==> config.mk <==
export PLATFORM = sky130hd
export DESIGN_NAME = travel_limit_estop_guard
export DESIGN_NICKNAME = d
export VERILOG_FILES = /design/src/logic/travel_guard_pkg.sv /design/src/logic/pin_sync_if.sv /design/src/logic/pin_sync.sv /design/src/logic/travel_limit_estop_guard.sv
export SDC_FILE = /design/constraint.sdc
export NUM_CORES = 1
export LEC_CHECK = 0
export ABC_AREA = 0
export BUFFER_PORTS_ARGS = -buffer_cell sky130_fd_sc_hd__buf_2
export CORE_MARGIN = 4
export CORE_UTILIZATION = 28
export CTS_CLUSTER_DIAMETER = 30
export DETAILED_ROUTE_END_ITERATION = 8
export SYNTH_ARGS = -nofsm -noshare
export SYNTH_HDL_FRONTEND = slang
export SYNTH_HIERARCHICAL = 1
export SYNTH_SLANG_ARGS = --single-unit
==> constraint.sdc <==
create_clock -name mclk_i -period 15.6 [get_ports mclk_i]
set_clock_uncertainty 0.2 [all_clocks]
set_input_delay 3.12 -clock mclk_i [delete_from_list [all_inputs] [get_ports mclk_i]]
set_output_delay 3.12 -clock mclk_i [all_outputs]
set_load 0.005 [all_outputs]
==> src/logic/travel_guard_pkg.sv <==
// constants for the travel-limit and emergency-halt guard
// assumes a 32-bit classic wishbone slave port and a 10 MHz clock
package travel_guard_pkg;

    // bus geometry
    localparam int unsigned ADDR_W = 8;
    localparam int unsigned DATA_W = 32;
    localparam int unsigned POS_W  = 32;

    // register byte offsets
    localparam logic [ADDR_W-1:0] CTRL_OFS       = 8'h00;
    localparam logic [ADDR_W-1:0] PLUS_LIMIT_OFS = 8'h04;
    localparam logic [ADDR_W-1:0] MINUS_LIMIT_OFS= 8'h08;
    localparam logic [ADDR_W-1:0] STATUS_OFS     = 8'h0c;
    localparam logic [ADDR_W-1:0] CMD_POS_OFS    = 8'h10;

    // control field positions
    localparam int unsigned CTRL_SCALE_BIT  = 0;
    localparam int unsigned CTRL_SOFT_EN    = 1;
    localparam int unsigned CTRL_PLUS_NC    = 2;
    localparam int unsigned CTRL_MINUS_NC   = 3;
    localparam int unsigned CTRL_HALT_NC    = 4;
    localparam int unsigned CTRL_SERVO_REQ  = 5;
    localparam int unsigned CTRL_W          = 6;

    // control reset: soft check on, every contact normally closed
    localparam logic [CTRL_W-1:0] CTRL_RESET = 6'h1e;

    // limit reset values
    localparam logic [POS_W-1:0] PLUS_LIMIT_RESET  = 32'h7fffffff;
    localparam logic [POS_W-1:0] MINUS_LIMIT_RESET = 32'h80000000;

    // status field positions
    localparam int unsigned ST_SOFT_WARN   = 0;
    localparam int unsigned ST_HARD_WARN   = 1;
    localparam int unsigned ST_HALT_ALARM  = 2;
    localparam int unsigned ST_PLUS_ENTRY  = 3;
    localparam int unsigned ST_MINUS_ENTRY = 4;
    localparam int unsigned ST_HARD_PLUS   = 5;
    localparam int unsigned ST_HARD_MINUS  = 6;
    localparam int unsigned ST_SERVO_ON    = 7;
    localparam int unsigned ST_BRAKE       = 8;
    localparam int unsigned ST_ALLOW_PLUS  = 9;
    localparam int unsigned ST_ALLOW_MINUS = 10;

    // synchronised pin positions
    localparam int unsigned PIN_PLUS  = 0;
    localparam int unsigned PIN_MINUS = 1;
    localparam int unsigned PIN_HALT  = 2;
    localparam int unsigned PIN_N     = 3;

    // side that tripped a latch
    typedef enum logic [1:0] {
        SIDE_NONE  = 2'b00,
        SIDE_PLUS  = 2'b01,
        SIDE_MINUS = 2'b10
    } side_e;

endpackage : travel_guard_pkg

==> src/logic/pin_sync_if.sv <==
// carries raw limit and halt pins into the filter and clean levels back
// assumes both ends run on the one system clock
`timescale 1ns/1ps
`default_nettype none
interface pin_sync_if;
    import travel_guard_pkg::*;
    logic [PIN_N-1:0] raw;
    logic [PIN_N-1:0] clean;
    modport filter (input raw, output clean);
    modport user   (output raw, input clean);
endinterface : pin_sync_if
`default_nettype wire

==> src/logic/pin_sync.sv <==
// three-stage synchroniser with agreement filter for external contacts
// assumes pins are asynchronous to mclk_i
`timescale 1ns/1ps
`default_nettype none
module pin_sync (
    // clock and reset
    input  wire logic  mclk_i,
    input  wire logic  rst_i,
    // pins in, levels out
    pin_sync_if.filter pins
);
    import travel_guard_pkg::*;

    logic [PIN_N-1:0] s1_q, s2_q, s3_q, lvl_q;
    logic [PIN_N-1:0] lvl_d;

    // a level moves only once stages two and three agree
    always_comb begin
        lvl_d = lvl_q;
        for (int i = 0; i < PIN_N; i++) begin
            if (s2_q[i] == s3_q[i]) begin
                lvl_d[i] = s3_q[i];
            end
        end
    end

    always_ff @(posedge mclk_i or posedge rst_i) begin
        if (rst_i) begin
            // reads closed, the reset polarity: no false trip latches
            s1_q  <= '1;
            s2_q  <= '1;
            s3_q  <= '1;
            lvl_q <= '1;
        end else begin
            s1_q  <= pins.raw;
            s2_q  <= s1_q;
            s3_q  <= s2_q;
            lvl_q <= lvl_d;
        end
    end

    assign pins.clean = lvl_q;

endmodule : pin_sync
`default_nettype wire

==> src/logic/travel_limit_estop_guard.sv <==
// travel-limit and emergency-halt supervision with a wishbone register port
// assumes servo-loop position inputs are on mclk_i; contacts are asynchronous
//
// The placing of the registers and the Wishbone slave port are this design's own decisions.
`timescale 1ns/1ps
`default_nettype none

// Functional notes
// RULE1: the soft limit is checked on the commanded position, never on the measured one.
// RULE2: the commanded position is the measured position plus the position error.
// RULE3: the soft travel warning rises whenever the commanded position is in the forbidden area.
// RULE4: hard limit inputs are watched even with the servo off, on actual motor position.
// RULE5: a hard limit warning holds until the motor moves back opposite to the entered side.
// RULE6: while a limit is active, moves back out opposite to the entry side stay allowed.
// RULE7: soft entry opens the plus or minus entry indicator, swapped by the scale sense setting.
// RULE8: limit inputs are normally closed by default, so an open input raises the hard warning.
// RULE9: systems needing detection on measured position must wire external limit sensors.
// RULE10: while emergency halt is asserted the alarm rises, servo goes off and brake engages.
// RULE11: the emergency halt alarm clears by itself when the input is released.
// RULE12: the emergency halt input is normally closed by default, so an open input alarms.
// RULE13: the side that tripped the hard latch is recorded to know the releasing direction.
module travel_limit_estop_guard (
    // clock and reset
    input  wire logic                                  mclk_i,
    input  wire logic                                  rst_i,
    // wishbone slave
    input  wire logic                                  cyc_i,
    input  wire logic                                  stb_i,
    input  wire logic                                  we_i,
    input  wire logic [travel_guard_pkg::ADDR_W-1:0]   adr_i,
    input  wire logic [3:0]                            sel_i,
    input  wire logic [travel_guard_pkg::DATA_W-1:0]   dat_i,
    output logic [travel_guard_pkg::DATA_W-1:0]        dat_o,
    output logic                                       ack_o,
    // servo loop positions
    input  wire logic [travel_guard_pkg::POS_W-1:0]    actual_pos_i,
    input  wire logic [travel_guard_pkg::POS_W-1:0]    pos_error_i,
    // contacts
    input  wire logic                                  plus_travel_limit_i,
    input  wire logic                                  minus_travel_limit_i,
    input  wire logic                                  emergency_halt_input_i,
    // status and drive outputs
    output logic                                       soft_travel_warning_o,
    output logic                                       hard_travel_warning_o,
    output logic                                       emergency_halt_alarm_o,
    output logic                                       plus_entry_indicator_o,
    output logic                                       minus_entry_indicator_o,
    output logic                                       servo_enable_o,
    output logic                                       dynamic_brake_o,
    output logic                                       allow_plus_move_o,
    output logic                                       allow_minus_move_o
);
    import travel_guard_pkg::*;

    // signed compare helpers
    function automatic logic at_or_above(input logic [POS_W-1:0] a,
                                         input logic [POS_W-1:0] b);
        at_or_above = $signed(a) >= $signed(b);
    endfunction : at_or_above

    function automatic logic at_or_below(input logic [POS_W-1:0] a,
                                         input logic [POS_W-1:0] b);
        at_or_below = $signed(a) <= $signed(b);
    endfunction : at_or_below

    // byte-lane merge for writes
    function automatic logic [DATA_W-1:0] merge(input logic [DATA_W-1:0] old,
                                                input logic [DATA_W-1:0] nw,
                                                input logic [3:0]        sel);
        logic [DATA_W-1:0] r;
        r = old;
        for (int b = 0; b < 4; b++) begin
            if (sel[b]) begin
                r[8*b +: 8] = nw[8*b +: 8];
            end
        end
        merge = r;
    endfunction : merge

    // contact filtering
    pin_sync_if pins ();
    assign pins.raw = {emergency_halt_input_i, minus_travel_limit_i,
                       plus_travel_limit_i};

    pin_sync u_pin_sync (
        .mclk_i (mclk_i),
        .rst_i  (rst_i),
        .pins   (pins)
    );

    // register state
    logic [CTRL_W-1:0] ctrl_q, ctrl_d;
    logic [POS_W-1:0]  plus_lim_q, plus_lim_d;
    logic [POS_W-1:0]  minus_lim_q, minus_lim_d;
    logic              ack_q, ack_d;
    logic [DATA_W-1:0] rdat_q, rdat_d;

    // supervision state
    logic [POS_W-1:0]  cmd_pos_q, cmd_pos_d;
    side_e             soft_side_q, soft_side_d;
    side_e             hard_side_q, hard_side_d;
    logic [POS_W-1:0]  hard_pos_q, hard_pos_d;
    logic              halt_q, halt_d;
    logic              servo_q, servo_d;
    logic              ind_plus_q, ind_plus_d;
    logic              ind_minus_q, ind_minus_d;
    logic              allow_p_q, allow_p_d;
    logic              allow_m_q, allow_m_d;
    logic              soft_w_q, soft_w_d;
    logic              hard_w_q, hard_w_d;

    // contact levels after polarity
    logic plus_hit, minus_hit, halt_hit;
    logic [POS_W-1:0] cmd_now;
    logic             in_plus, in_minus;
    logic [DATA_W-1:0] status_w;

    always_comb begin
        // a normally closed contact trips when it reads open (low)
        plus_hit  = ctrl_q[CTRL_PLUS_NC]  ? ~pins.clean[PIN_PLUS]
                                          :  pins.clean[PIN_PLUS]; // RULE8
        minus_hit = ctrl_q[CTRL_MINUS_NC] ? ~pins.clean[PIN_MINUS]
                                          :  pins.clean[PIN_MINUS]; // RULE8
        halt_hit  = ctrl_q[CTRL_HALT_NC]  ? ~pins.clean[PIN_HALT]
                                          :  pins.clean[PIN_HALT]; // RULE12
        cmd_now   = actual_pos_i + pos_error_i; // RULE2
        // only the command is compared; overshoot of the shaft is ignored
        in_plus   = ctrl_q[CTRL_SOFT_EN]
                    & at_or_above(cmd_now, plus_lim_q); // RULE1
        in_minus  = ctrl_q[CTRL_SOFT_EN]
                    & at_or_below(cmd_now, minus_lim_q); // RULE1
    end

    // supervision next state
    always_comb begin
        cmd_pos_d   = cmd_now;
        soft_side_d = soft_side_q;
        hard_side_d = hard_side_q;
        hard_pos_d  = hard_pos_q;
        // soft warning: entry side kept while inside the area
        if (!in_plus && !in_minus) begin
            soft_side_d = SIDE_NONE;
        end else if (soft_side_q == SIDE_NONE) begin
            // a command jumping across the area counts as entering it
            soft_side_d = in_plus ? SIDE_PLUS : SIDE_MINUS; // RULE3
        end
        // hard latch on the actual position, servo state irrelevant
        if (plus_hit) begin
            hard_side_d = SIDE_PLUS; // RULE4 RULE13
            // furthest point kept: sync delay hides the start of the way back
            if (hard_side_q != SIDE_PLUS
                || at_or_above(actual_pos_i, hard_pos_q)) begin
                hard_pos_d = actual_pos_i;
            end
        end else if (minus_hit) begin
            hard_side_d = SIDE_MINUS; // RULE4 RULE13
            if (hard_side_q != SIDE_MINUS
                || at_or_below(actual_pos_i, hard_pos_q)) begin
                hard_pos_d = actual_pos_i;
            end
        end else begin
            case (hard_side_q)
                SIDE_PLUS: begin
                    // released only by travel back below the furthest latched point
                    if ($signed(actual_pos_i) < $signed(hard_pos_q)) begin
                        hard_side_d = SIDE_NONE; // RULE5
                    end
                end
                SIDE_MINUS: begin
                    if ($signed(actual_pos_i) > $signed(hard_pos_q)) begin
                        hard_side_d = SIDE_NONE; // RULE5
                    end
                end
                default: hard_side_d = SIDE_NONE;
            endcase
        end
        soft_w_d = (soft_side_d != SIDE_NONE); // RULE3
        hard_w_d = (hard_side_d != SIDE_NONE); // RULE5
        // emergency halt follows the input, no separate clear
        halt_d  = halt_hit; // RULE10 RULE11
        servo_d = ctrl_q[CTRL_SERVO_REQ] & ~halt_hit; // RULE10
        // entry indicators swap with the scale sense
        if (ctrl_q[CTRL_SCALE_BIT]) begin
            ind_plus_d  = (soft_side_d == SIDE_MINUS); // RULE7
            ind_minus_d = (soft_side_d == SIDE_PLUS); // RULE7
        end else begin
            ind_plus_d  = (soft_side_d == SIDE_PLUS); // RULE7
            ind_minus_d = (soft_side_d == SIDE_MINUS); // RULE7
        end
        // only the way back out of a limit stays open
        allow_p_d = (soft_side_d != SIDE_PLUS)
                    & (hard_side_d != SIDE_PLUS); // RULE6
        allow_m_d = (soft_side_d != SIDE_MINUS)
                    & (hard_side_d != SIDE_MINUS); // RULE6
    end

    always_ff @(posedge mclk_i or posedge rst_i) begin
        if (rst_i) begin
            cmd_pos_q   <= '0;
            soft_side_q <= SIDE_NONE;
            hard_side_q <= SIDE_NONE;
            hard_pos_q  <= '0;
            halt_q      <= 1'b1;
            servo_q     <= 1'b0;
            ind_plus_q  <= 1'b0;
            ind_minus_q <= 1'b0;
            allow_p_q   <= 1'b0;
            allow_m_q   <= 1'b0;
            soft_w_q    <= 1'b0;
            hard_w_q    <= 1'b0;
        end else begin
            cmd_pos_q   <= cmd_pos_d;
            soft_side_q <= soft_side_d;
            hard_side_q <= hard_side_d;
            hard_pos_q  <= hard_pos_d;
            halt_q      <= halt_d;
            servo_q     <= servo_d;
            ind_plus_q  <= ind_plus_d;
            ind_minus_q <= ind_minus_d;
            allow_p_q   <= allow_p_d;
            allow_m_q   <= allow_m_d;
            soft_w_q    <= soft_w_d;
            hard_w_q    <= hard_w_d;
        end
    end

    // status word
    always_comb begin
        status_w                 = '0;
        status_w[ST_SOFT_WARN]   = soft_w_q;
        status_w[ST_HARD_WARN]   = hard_w_q;
        status_w[ST_HALT_ALARM]  = halt_q;
        status_w[ST_PLUS_ENTRY]  = ind_plus_q;
        status_w[ST_MINUS_ENTRY] = ind_minus_q;
        status_w[ST_HARD_PLUS]   = (hard_side_q == SIDE_PLUS);
        status_w[ST_HARD_MINUS]  = (hard_side_q == SIDE_MINUS);
        status_w[ST_SERVO_ON]    = servo_q;
        status_w[ST_BRAKE]       = halt_q;
        status_w[ST_ALLOW_PLUS]  = allow_p_q;
        status_w[ST_ALLOW_MINUS] = allow_m_q;
    end

    // bus slave: ack one cycle after the strobe, write at the ack edge
    logic req, wr_now;
    logic [DATA_W-1:0] ctrl_ext, ctrl_new;

    always_comb begin
        req         = cyc_i & stb_i;
        wr_now      = req & we_i & ack_q;
        ack_d       = req & ~ack_q;
        ctrl_ext    = {{(DATA_W-CTRL_W){1'b0}}, ctrl_q};
        ctrl_new    = merge(ctrl_ext, dat_i, sel_i);
        ctrl_d      = ctrl_q;
        plus_lim_d  = plus_lim_q;
        minus_lim_d = minus_lim_q;
        rdat_d      = rdat_q;
        if (wr_now) begin
            case (adr_i)
                CTRL_OFS:        ctrl_d = ctrl_new[CTRL_W-1:0];
                PLUS_LIMIT_OFS:  plus_lim_d  = merge(plus_lim_q, dat_i, sel_i);
                MINUS_LIMIT_OFS: minus_lim_d = merge(minus_lim_q, dat_i,
                                                     sel_i);
                default: ;
            endcase
        end
        if (ack_d) begin
            // unmapped offsets read back zero; write cycles load the addressed value too
            case (adr_i)
                CTRL_OFS:        rdat_d = ctrl_ext;
                PLUS_LIMIT_OFS:  rdat_d = plus_lim_q;
                MINUS_LIMIT_OFS: rdat_d = minus_lim_q;
                STATUS_OFS:      rdat_d = status_w;
                CMD_POS_OFS:     rdat_d = cmd_pos_q;
                default:         rdat_d = '0;
            endcase
        end
    end

    always_ff @(posedge mclk_i or posedge rst_i) begin
        if (rst_i) begin
            ctrl_q      <= CTRL_RESET;
            plus_lim_q  <= PLUS_LIMIT_RESET;
            minus_lim_q <= MINUS_LIMIT_RESET;
            ack_q       <= 1'b0;
            rdat_q      <= '0;
        end else begin
            ctrl_q      <= ctrl_d;
            plus_lim_q  <= plus_lim_d;
            minus_lim_q <= minus_lim_d;
            ack_q       <= ack_d;
            rdat_q      <= rdat_d;
        end
    end

    // outputs straight from flops
    assign dat_o                   = rdat_q;
    assign ack_o                   = ack_q;
    assign soft_travel_warning_o   = soft_w_q;
    assign hard_travel_warning_o   = hard_w_q;
    assign emergency_halt_alarm_o  = halt_q;
    assign plus_entry_indicator_o  = ind_plus_q;
    assign minus_entry_indicator_o = ind_minus_q;
    assign servo_enable_o          = servo_q;
    assign dynamic_brake_o         = halt_q;
    assign allow_plus_move_o       = allow_p_q;
    assign allow_minus_move_o      = allow_m_q;

endmodule : travel_limit_estop_guard
`default_nettype wire

==> results of run 1 <==
worst max path at each step:
| stage | cells after the start | startpoint | to | slack (ps) |
|---|---|---|---|---|
| 2_1_floorplan | 1 | rst_i | ack_o | 7480 |
| 3_3_place_gp | 21 | actual_pos_i[0] | allow_plus_move_o | 7470 |
| 3_5_place_dp | 21 | actual_pos_i[0] | plus_entry_indicator_o | 7330 |
| 4_1_cts | 21 | actual_pos_i[0] | plus_entry_indicator_o | 7790 |
| 5_1_grt | 21 | actual_pos_i[0] | allow_plus_move_o | 7380 |
| 6_report | 21 | actual_pos_i[0] | plus_entry_indicator_o | 7840 |
per-layer routing:
metal / routed length [um] / track usage [%]
met5: 155 / 0
met2: 15400 / 24.7
met3: 1740 / 4.21
met4: 639 / 4.30
met1: 15300 / 20.2
where the power goes:
part	total (W)	internal, W	switching, W	leakage [nW]
registers	0.000557	0.000538	0.0000190	2.17
logic	0.000279	0.000123	0.000156	4.35
clock network	0.000445	0.000250	0.000196	0.296
total	0.00128	0.000910	0.000370	6.82
placed cells by master (no fill, tap or decap), types with 3 or more instances in the layout:
cell / instances
o21ai_0: 115
dfstp_2: 49
xnor2_1: 24
o211ai_1: 3
buf_4: 8
mux2i_1: 13
nor2b_1: 9
nand2_1: 121
a211oi_1: 3
nand2b_1: 10
o21a_1: 8
a21oi_1: 53
a221oi_1: 8
xor2_1: 10
nor4_1: 3
maj3_2: 3
o21bai_1: 3
o21ai_1: 4
mux2_4: 30
a31oi_1: 5
and3_1: 4
a222oi_1: 21
nor2_1: 37
inv_1: 112
o22ai_1: 4
dfrtp_1: 142
or3_1: 4
and2_1: 3
buf_2: 157
nand3_1: 7
mux2_2: 14
diode_2: 3
or2_2: 3
nor3_1: 5
nand4_1: 27
a21o_1: 54
clkbuf_16: 19
clkbuf_8: 6
ha_1: 129
cell type report:
type	count	area, um^2
antenna	3	7.51
clock buffer	26	562
clock inverter	6	40.0
fill	4104	26400
inverter	113	429
multi-input combinational	772	5820
sequential	191	4840
tap	525	657
timing repair buffer	165	846
per-stage QoR:
stage          area, um^2  std cells  setup slack [ps]
6_report            13200       1801              7840
5_1_grt             13200       1798              7380
3_3_place_gp        12600       1766              7470
2_1_floorplan       11200       1107              7480
4_1_cts             13200       1798              7790
3_5_place_dp        12600       1766              7330
flip-flops by register name, summed over array words and instances (netlist names), 2 cells and up:
| register | cells |
|---|---|
| cmd_pos_q | 32 |
| ctrl_q | 6 |
| dat_o | 32 |
| hard_pos_q | 32 |
| hard_side_q | 2 |
| minus_lim_q | 32 |
| plus_lim_q | 32 |
| soft_side_q | 2 |
| u_pin_sync/pins.clean | 3 |
| u_pin_sync/s1_q | 3 |
| u_pin_sync/s2_q | 3 |
| u_pin_sync/s3_q | 3 |
logic make-up (layout without fill, tap and decap cells):
family	count (synthesis)	in the layout	synth area share (%)
fa+ha+maj	133	133	14.9
compound gates	303	303	17.4
other cells	0	3	0
mux	59	59	6.78
xor+xnor	34	34	2.65
simple gates	243	243	10.1
flops	191	191	43.1
buf+inv	144	310	5.05
==> results.toml, run 1 <==
[outcome]
status = "finished clean"

[floorplanning]
coreArea_um2 = 39600
core.rowCount = 73
dieWidth_um = 208
chipHeight_um = 208
initial_utilization_pct = 28.3
ios = 158
die_area_um2 = 43400

[logic_synthesis]
ys_warn_count = 6
synth.distinct_cells = 65
seq_area_frac_synth_pct = 43.1
synth_edf_count = 0
syn_area_um2 = 11200
ys_seq_elements = 191
syn_avg_cell_area_um2 = 10.1
synth_most_common_cell = "dfrtp_1"
netlist_instances = 1107
synthFlopType = "dfrtp_1"
synth_common_cells = "142 x dfrtp_1, 129 x ha_1, 121 x nand2_1"
synth_top_area_cell = "dfrtp_1"
syn_nets = 1353
yosysTopAreaCellShare_pct = 31.7
netlist_top_cells_area = "dfrtp_1 32%, ha_1 14%, dfstp_2 11%"
async_flop_share_pct = 100

[hold_path]
hold_path_end = "u_pin_sync/s2_q[2]"
hold_path_class = "flip-flop to flip-flop"
worstHoldPathCells = 0
hp-start = "u_pin_sync/s1_q[2]"

[clocking]
clock_latency_ps = 440
clk_path_buf_depth = 2
cts_setup_buffers = 0
clk_pin_slew_worst_paths_ps = 70
cts.repair.resized = 0
root_buffer = "clkbuf_16"
ctsHoldBuffers = 0
clkSinkCount = 191
htree_levels = 4
cts_tree = "yes"
cts_inserted_buffers = 17

[setup_path]
cp_data_required_time_ps = 15750
cp_slowest_cell = "nor4_1"
start_kind = "input port"
path_cells = "buf_2 -> ha_1 -> inv_1 -> fa_1 -> nor2b_1 -> o211ai_1 -> a21boi_1 -> o211a_1 -> a31oi_1 -> o21ai_1 -> nand4_1 -> and3b_1 -> o31ai_1 -> xor2_1 -> ha_1 -> nand4_1 -> nor4_1 -> a2111oi_2 -> mux2_4 -> mux2i_1 -> o32ai_2"
r2r_slack_ps = 11870
rr_endpoint = "hard_pos_q[31]"
end_kind = "flip-flop"
rr_worst_depth = 13
worst_path_largest_cell_delay_ps = 520
crit_type = "input port to flip-flop"
cp.arrival_ps = 7900
crit_family = "compound AO/OA/AOI/OAI gates"
crit_fanout = 6
rr_startpoint = "hard_pos_q[1]"
cp_num_buf_inv = 2

[place]
port_buffers = 157
dp_hpwl_mm = 26.1
gp_congestion = 0.855

[cells_and_area]
final_nets = 1506
drive_above_1_share_pct = 24.3
post-route-util_pct = 33.3
synthToLayoutAreaGrowth_pct = 17.6

[pwr]
total_power_w = 0.00128
vdd_drop_max_mv = 0.0770
power_density_nw_per_um2 = 97.0
p_leak_nw = 6.82

[timing]
tightest_slew_ps = 1180
hold_viol = 0
final_max_slew_viol_count = 0
whs_ps = 156
max_slew_margin_pct = 20.5
period_share_pct = 49.7
period_minus_slack_ps = 7760
max_freq_mhz = 129
rsz0062_at_grt = "no"
setup_violations = 0
fin_setup_tns_ps = 0

[drt]
wl_mm = 33.2
viasPerCell = 4.86
wire_per_inst_um = 18.5
ant_nets = 0
detail_route.iter0.violations = 622
vias = 8756
firstDrtPassIters = 8
drc = 0

[global_route]
grt_pass1_wl_mm = 52.0
grt_max_degree = 104
grt.total_usage_pct = 15.3
gr-total-overflow = 0
grt_pass1_vias = 8839
grt_antenna_before_repair = 16

[flow_run]
drv_cap = 0
Power figures use the tool's default switching activity.
==> run 2, diff against run 1 <==
==> constraint.sdc (replaced) <==
create_clock -name mclk_i -period 6.6 [get_ports mclk_i]
set_clock_uncertainty 0.2 [all_clocks]
set_input_delay 1.32 -clock mclk_i [delete_from_list [all_inputs] [get_ports mclk_i]]
set_output_delay 1.32 -clock mclk_i [all_outputs]
set_load 0.005 [all_outputs]
==> run 2 against run 1 <==
Net effect: total power rose by 140%; first-iteration DRC count is 6.1% lower; die area stayed put; worst setup slack got worse by 7200 ps; register-to-register slack got worse by 9400 ps; routed wire length shrank 0.85%; sequential power is 140% higher; hold slack about the same; critical path type unchanged.
==> results.toml, run 2 (synthesis results as in run 1) <==
[timing]
setup_violations = 0
max_slew_margin_pct = 22.2
hold_viol = 0
fin_ws_ps = 620
max_freq_mhz = 167
period_share_pct = 90.6
rsz0062_at_grt = "no"
tightest_slew_ps = 1160
period_minus_slack_ps = 5980
fin_setup_tns_ps = 0
final_max_slew_viol_count = 0

[pwr]
power_density_nw_per_um2 = 229
p_leak_nw = 6.80
vdd_drop_max_mv = 0.199
total_power_w = 0.00302

[global_route]
gr-total-overflow = 0
grt_max_degree = 66
grt_antenna_before_repair = 17
grt_pass1_vias = 8907
grt.total_usage_pct = 15.1
grt_pass1_wl_mm = 51.4

[clocking]
cts_setup_buffers = 0
root_buffer = "clkbuf_16"
cts_inserted_buffers = 17
htree_levels = 4
clk_pin_slew_worst_paths_ps = 70
cts.repair.resized = 0
clock_latency_ps = 440
cts_tree = "yes"
clkSinkCount = 191
clk_path_buf_depth = 2
ctsHoldBuffers = 0

[floorplanning]
coreArea_um2 = 39600
initial_utilization_pct = 28.3
dieWidth_um = 208
chipHeight_um = 208
core.rowCount = 73
die_area_um2 = 43400
ios = 158

[place]
dp_hpwl_mm = 26.2
gp_congestion = 0.860
placed_area_um2 = 12600
pre_cts_ws_ps = 151
port_buffers = 157

[setup_path]
cp.arrival_ps = 6130
cp_slowest_cell = "nor4_1"
end_kind = "flip-flop"
rr_endpoint = "hard_pos_q[2]"
rr_worst_depth = 13
crit_type = "input port to flip-flop"
rr_startpoint = "hard_pos_q[1]"
start_kind = "input port"
crit_fanout = 6
r2r_slack_ps = 2480
cp_data_required_time_ps = 6750
crit_family = "compound AO/OA/AOI/OAI gates"
worst_path_largest_cell_delay_ps = 480
cp_num_buf_inv = 2
path_cells = "buf_2 -> ha_1 -> inv_1 -> fa_1 -> nor2b_1 -> o211ai_1 -> a21boi_1 -> o211a_1 -> a31oi_1 -> o21ai_1 -> nand4_1 -> and3b_1 -> o31ai_1 -> xor2_1 -> ha_1 -> nand4_1 -> nor4_1 -> a2111oi_2 -> mux2_4 -> mux2i_1 -> o32ai_2"

[hold_path]
hold_path_class = "flip-flop to flip-flop"
worstHoldPathCells = 0
hold_path_end = "u_pin_sync/s2_q[2]"
hp-start = "u_pin_sync/s1_q[2]"

[drt]
wire_per_inst_um = 18.3
detail_route.iter0.violations = 584
vias = 8730
firstDrtPassIters = 9
drc = 0
ant_nets = 0
viasPerCell = 4.85
wl_mm = 32.9

[cells_and_area]
post-route-util_pct = 33.3
design_area_um2 = 13200
synthToLayoutAreaGrowth_pct = 17.5
final_nets = 1507
mostFrequentLayoutCells = "157 x buf_2, 142 x dfrtp_1, 129 x ha_1, 121 x nand2_1, 115 x o21ai_0"
drive_above_1_share_pct = 24.2
n_fill_cell = 4104
final_common_cell = "buf_2"

[outcome]
status = "finished clean"

[flow_run]
drv_cap = 0
## run 2: cell types whose count changed in the layout (fill, tap and decap cells not counted)
cell	previous run	this run
clkbuf_16	19	17
diode_2	3	1
clkinv_4	0	3
bufinv_16	0	2
clkbuf_8	6	1
inv_4	1	0
inv_6	2	4
buf_4	8	9
clkinv_2	2	1
clkbuf_1	1	3
## run 2: how the worst max path moves through the flow
stage | to | slack [ps] | cells past startpoint | startpoint
after floorplan | ack_o | 280 | 1 | rst_i
after global placement | allow_plus_move_o | 300 | 21 | actual_pos_i[0]
after detailed placement | allow_plus_move_o | 150 | 22 | actual_pos_i[0]
after CTS | plus_entry_indicator_o | 610 | 21 | actual_pos_i[0]
after global routing | plus_entry_indicator_o | 150 | 22 | actual_pos_i[0]
final | plus_entry_indicator_o | 620 | 21 | actual_pos_i[0]
## run 2: final cells by class
cell class | instances | area, um^2 | area share, %
clock buffer | 21 | 450 | 3.42
inverter | 113 | 429 | 3.25
timing repair buffer | 166 | 853 | 6.47
clock inverter | 11 | 133 | 1.01
antenna | 1 | 2.50 | 0.0190
tap | 525 | 657 | 4.98
sequential | 191 | 4840 | 36.7
multi-input combinational | 772 | 5820 | 44.1
## run 2: power breakdown
| group | total (W) | switching, W | internal, W | leakage, nW |
|---|---|---|---|---|
| sequential | 0.00131 | 0.0000437 | 0.00127 | 2.17 |
| combinational | 0.000661 | 0.000368 | 0.000293 | 4.35 |
| clock | 0.00104 | 0.000468 | 0.000574 | 0.279 |
## run 2: routing by layer
metal	vias up	global-route usage, %	share of wire, %
met5	-	0	0.57
met4	32	3.92	1.8
met3	62	4.27	5.7
met2	213	24.3	46
met1	4184	20.1	46
li1	4239	-	-
## run 2: through the flow
stage	std cells	hold slack [ps]
global route	1799	161
detailed placement	1767	148
finish	1800	156
floorplan	1107	145
global placement	1767	147
CTS	1799	158
==> run 3, diff against run 2 <==
--- a/config.mk
+++ b/config.mk
@@ -7,10 +7,11 @@
 export LEC_CHECK = 0
 export ABC_AREA = 0
 export BUFFER_PORTS_ARGS = -buffer_cell sky130_fd_sc_hd__buf_2
-export CORE_MARGIN = 4
+export CORE_MARGIN = 2
 export CORE_UTILIZATION = 28
 export CTS_CLUSTER_DIAMETER = 30
 export DETAILED_ROUTE_END_ITERATION = 8
+export SETUP_SLACK_MARGIN = 0.1
 export SYNTH_ARGS = -nofsm -noshare
 export SYNTH_HDL_FRONTEND = slang
 export SYNTH_HIERARCHICAL = 1
==> run 3 against run 2 <==
Net effect: hold slack worse by 1.5 ps; critical path depth unchanged; via count increased by 0.56%; first-iteration DRC count did not move; core utilization about the same; critical path type unchanged; sequential share of layout area is essentially flat; cell count is 0.33% higher; non-clock buffer count unchanged; die area down 3.8%; largest power group unchanged; clock-buffer cell count up 3; flip-flop and latch count is the same; register-to-register slack improved by 50 ps.
==> results.toml, run 3 (synthesis results as in run 1) <==
[clocking]
root_buffer = "clkbuf_16"
cts_inserted_buffers = 17
clkSinkCount = 191
ctsHoldBuffers = 0
cts.repair.resized = 0
htree_levels = 4
clk_path_buf_depth = 2
cts_setup_buffers = 0
clk_pin_slew_worst_paths_ps = 70
clock_latency_ps = 440
cts_tree = "yes"

[pwr]
vdd_drop_max_mv = 0.189
p_leak_nw = 6.81
power_density_nw_per_um2 = 227

[setup_path]
cp.arrival_ps = 6000
path_cells = "buf_2 -> ha_1 -> inv_1 -> fa_1 -> nor2b_1 -> o211ai_1 -> a21boi_1 -> o211a_1 -> a31oi_1 -> o21ai_1 -> nand4_1 -> and3b_1 -> o31ai_1 -> xor2_1 -> ha_1 -> nand4_1 -> nor4_1 -> a2111oi_2 -> mux2_4 -> a21o_1 -> a221oi_1"
worst_path_largest_cell_delay_ps = 470
crit_fanout = 6
crit_type = "input port to flip-flop"
cp_data_required_time_ps = 6740
start_kind = "input port"
end_kind = "flip-flop"
cp_slowest_cell = "nor4_1"

[timing]
period_minus_slack_ps = 5860
rsz0062_at_grt = "no"
max_freq_mhz = 171
period_share_pct = 88.7
fin_ws_ps = 743
hold_viol = 0
tightest_slew_ps = 1140
final_max_slew_viol_count = 0
setup_violations = 0
max_slew_margin_pct = 24.1
fin_setup_tns_ps = 0

[cells_and_area]
multi_input_area_um2 = 5820
n_fill_cell = 4103
final_nets = 1507
final_common_cell = "buf_2"
synthToLayoutAreaGrowth_pct = 17.4
drive_above_1_share_pct = 24.1
mostFrequentLayoutCells = "157 x buf_2, 142 x dfrtp_1, 129 x ha_1, 121 x nand2_1, 115 x o21ai_0"
regArea_um2 = 4840

[global_route]
grt_pass1_vias = 8832
grt.total_usage_pct = 16.0
gr-total-overflow = 0
grt_antenna_before_repair = 16
grt_pass1_wl_mm = 50.4
grt_max_degree = 69

[drt]
wl_mm = 32.8
wire_per_inst_um = 18.2
detail_route.iter0.violations = 584
vias = 8779
ant_nets = 0
drc = 0
firstDrtPassIters = 5
viasPerCell = 4.86

[floorplanning]
dieWidth_um = 204
core.rowCount = 73
die_area_um2 = 41700
initial_utilization_pct = 28.3
coreArea_um2 = 39600
ios = 158
chipHeight_um = 204

[place]
gp_congestion = 0.873
pre_cts_ws_ps = 250
dp_hpwl_mm = 26.1
port_buffers = 157

[outcome]
status = "finished clean"

[flow_run]
drv_cap = 0

[hold_path]
hold_path_class = "flip-flop to flip-flop"
run 3: path summary, 6_finish.rpt:
path / start / end / slack [ps] / cells past startpoint
worst min-delay path: u_pin_sync/s1_q[0] / u_pin_sync/s2_q[0] / 150 / 0
max in group asynchronous: rst_i / dat_o[25] / 4140 / 3
worst max-delay path: actual_pos_i[0] / allow_plus_move_o / 740 / 21
min in group asynchronous: rst_i / hard_pos_q[1] / 790 / 2
worst max register to register: hard_pos_q[1] / hard_pos_q[31] / 2530 / 12
worst min register to register: u_pin_sync/s1_q[0] / u_pin_sync/s2_q[0] / 150 / 0
run 3: report_power, final:
| group | internal, W | total (W) | switching [W] |
|---|---|---|---|
| logic | 0.000293 | 0.000662 | 0.000369 |
| clock network | 0.000550 | 0.00101 | 0.000461 |
| registers | 0.00127 | 0.00132 | 0.0000455 |
run 3: worst max-delay path: cells and delay by family:
family | cells | cell delay [ps]
xor+xnor | 1 | 160
compound gates | 9 | 1930
mux | 1 | 370
fa+ha+maj | 3 | 910
buf+inv | 2 | 170
simple gates | 5 | 1130
run 3: final cells by class:
cell class / instances / share of cell area (%)
multi-input combinational: 772 / 44.1
sequential: 191 / 36.7
timing repair buffer: 166 / 6.47
tap: 525 / 4.98
clock buffer: 24 / 3.91
inverter: 113 / 3.26
clock inverter: 8 / 0.370
antenna: 7 / 0.133
run 3: layer usage:
metal | wire length [um] | GRT usage, %
met3 | 1920 | 4.67
met4 | 823 | 5.49
met5 | 114 | 0
met2 | 14900 | 25.4
met1 | 15000 | 20.6
run 3: through the flow:
step	cells	hold slack, ps	total power, W	area (um^2)	util [%]
after floorplan	1107	145	0.00180	11200	-
after global placement	1767	147	0.00198	12600	31.8
after detailed placement	1767	148	0.00200	12600	31.8
after CTS	1799	158	0.00302	13200	33.2
after global routing	1801	158	0.00316	13200	33.2
final	1806	155	0.00299	13200	33.3
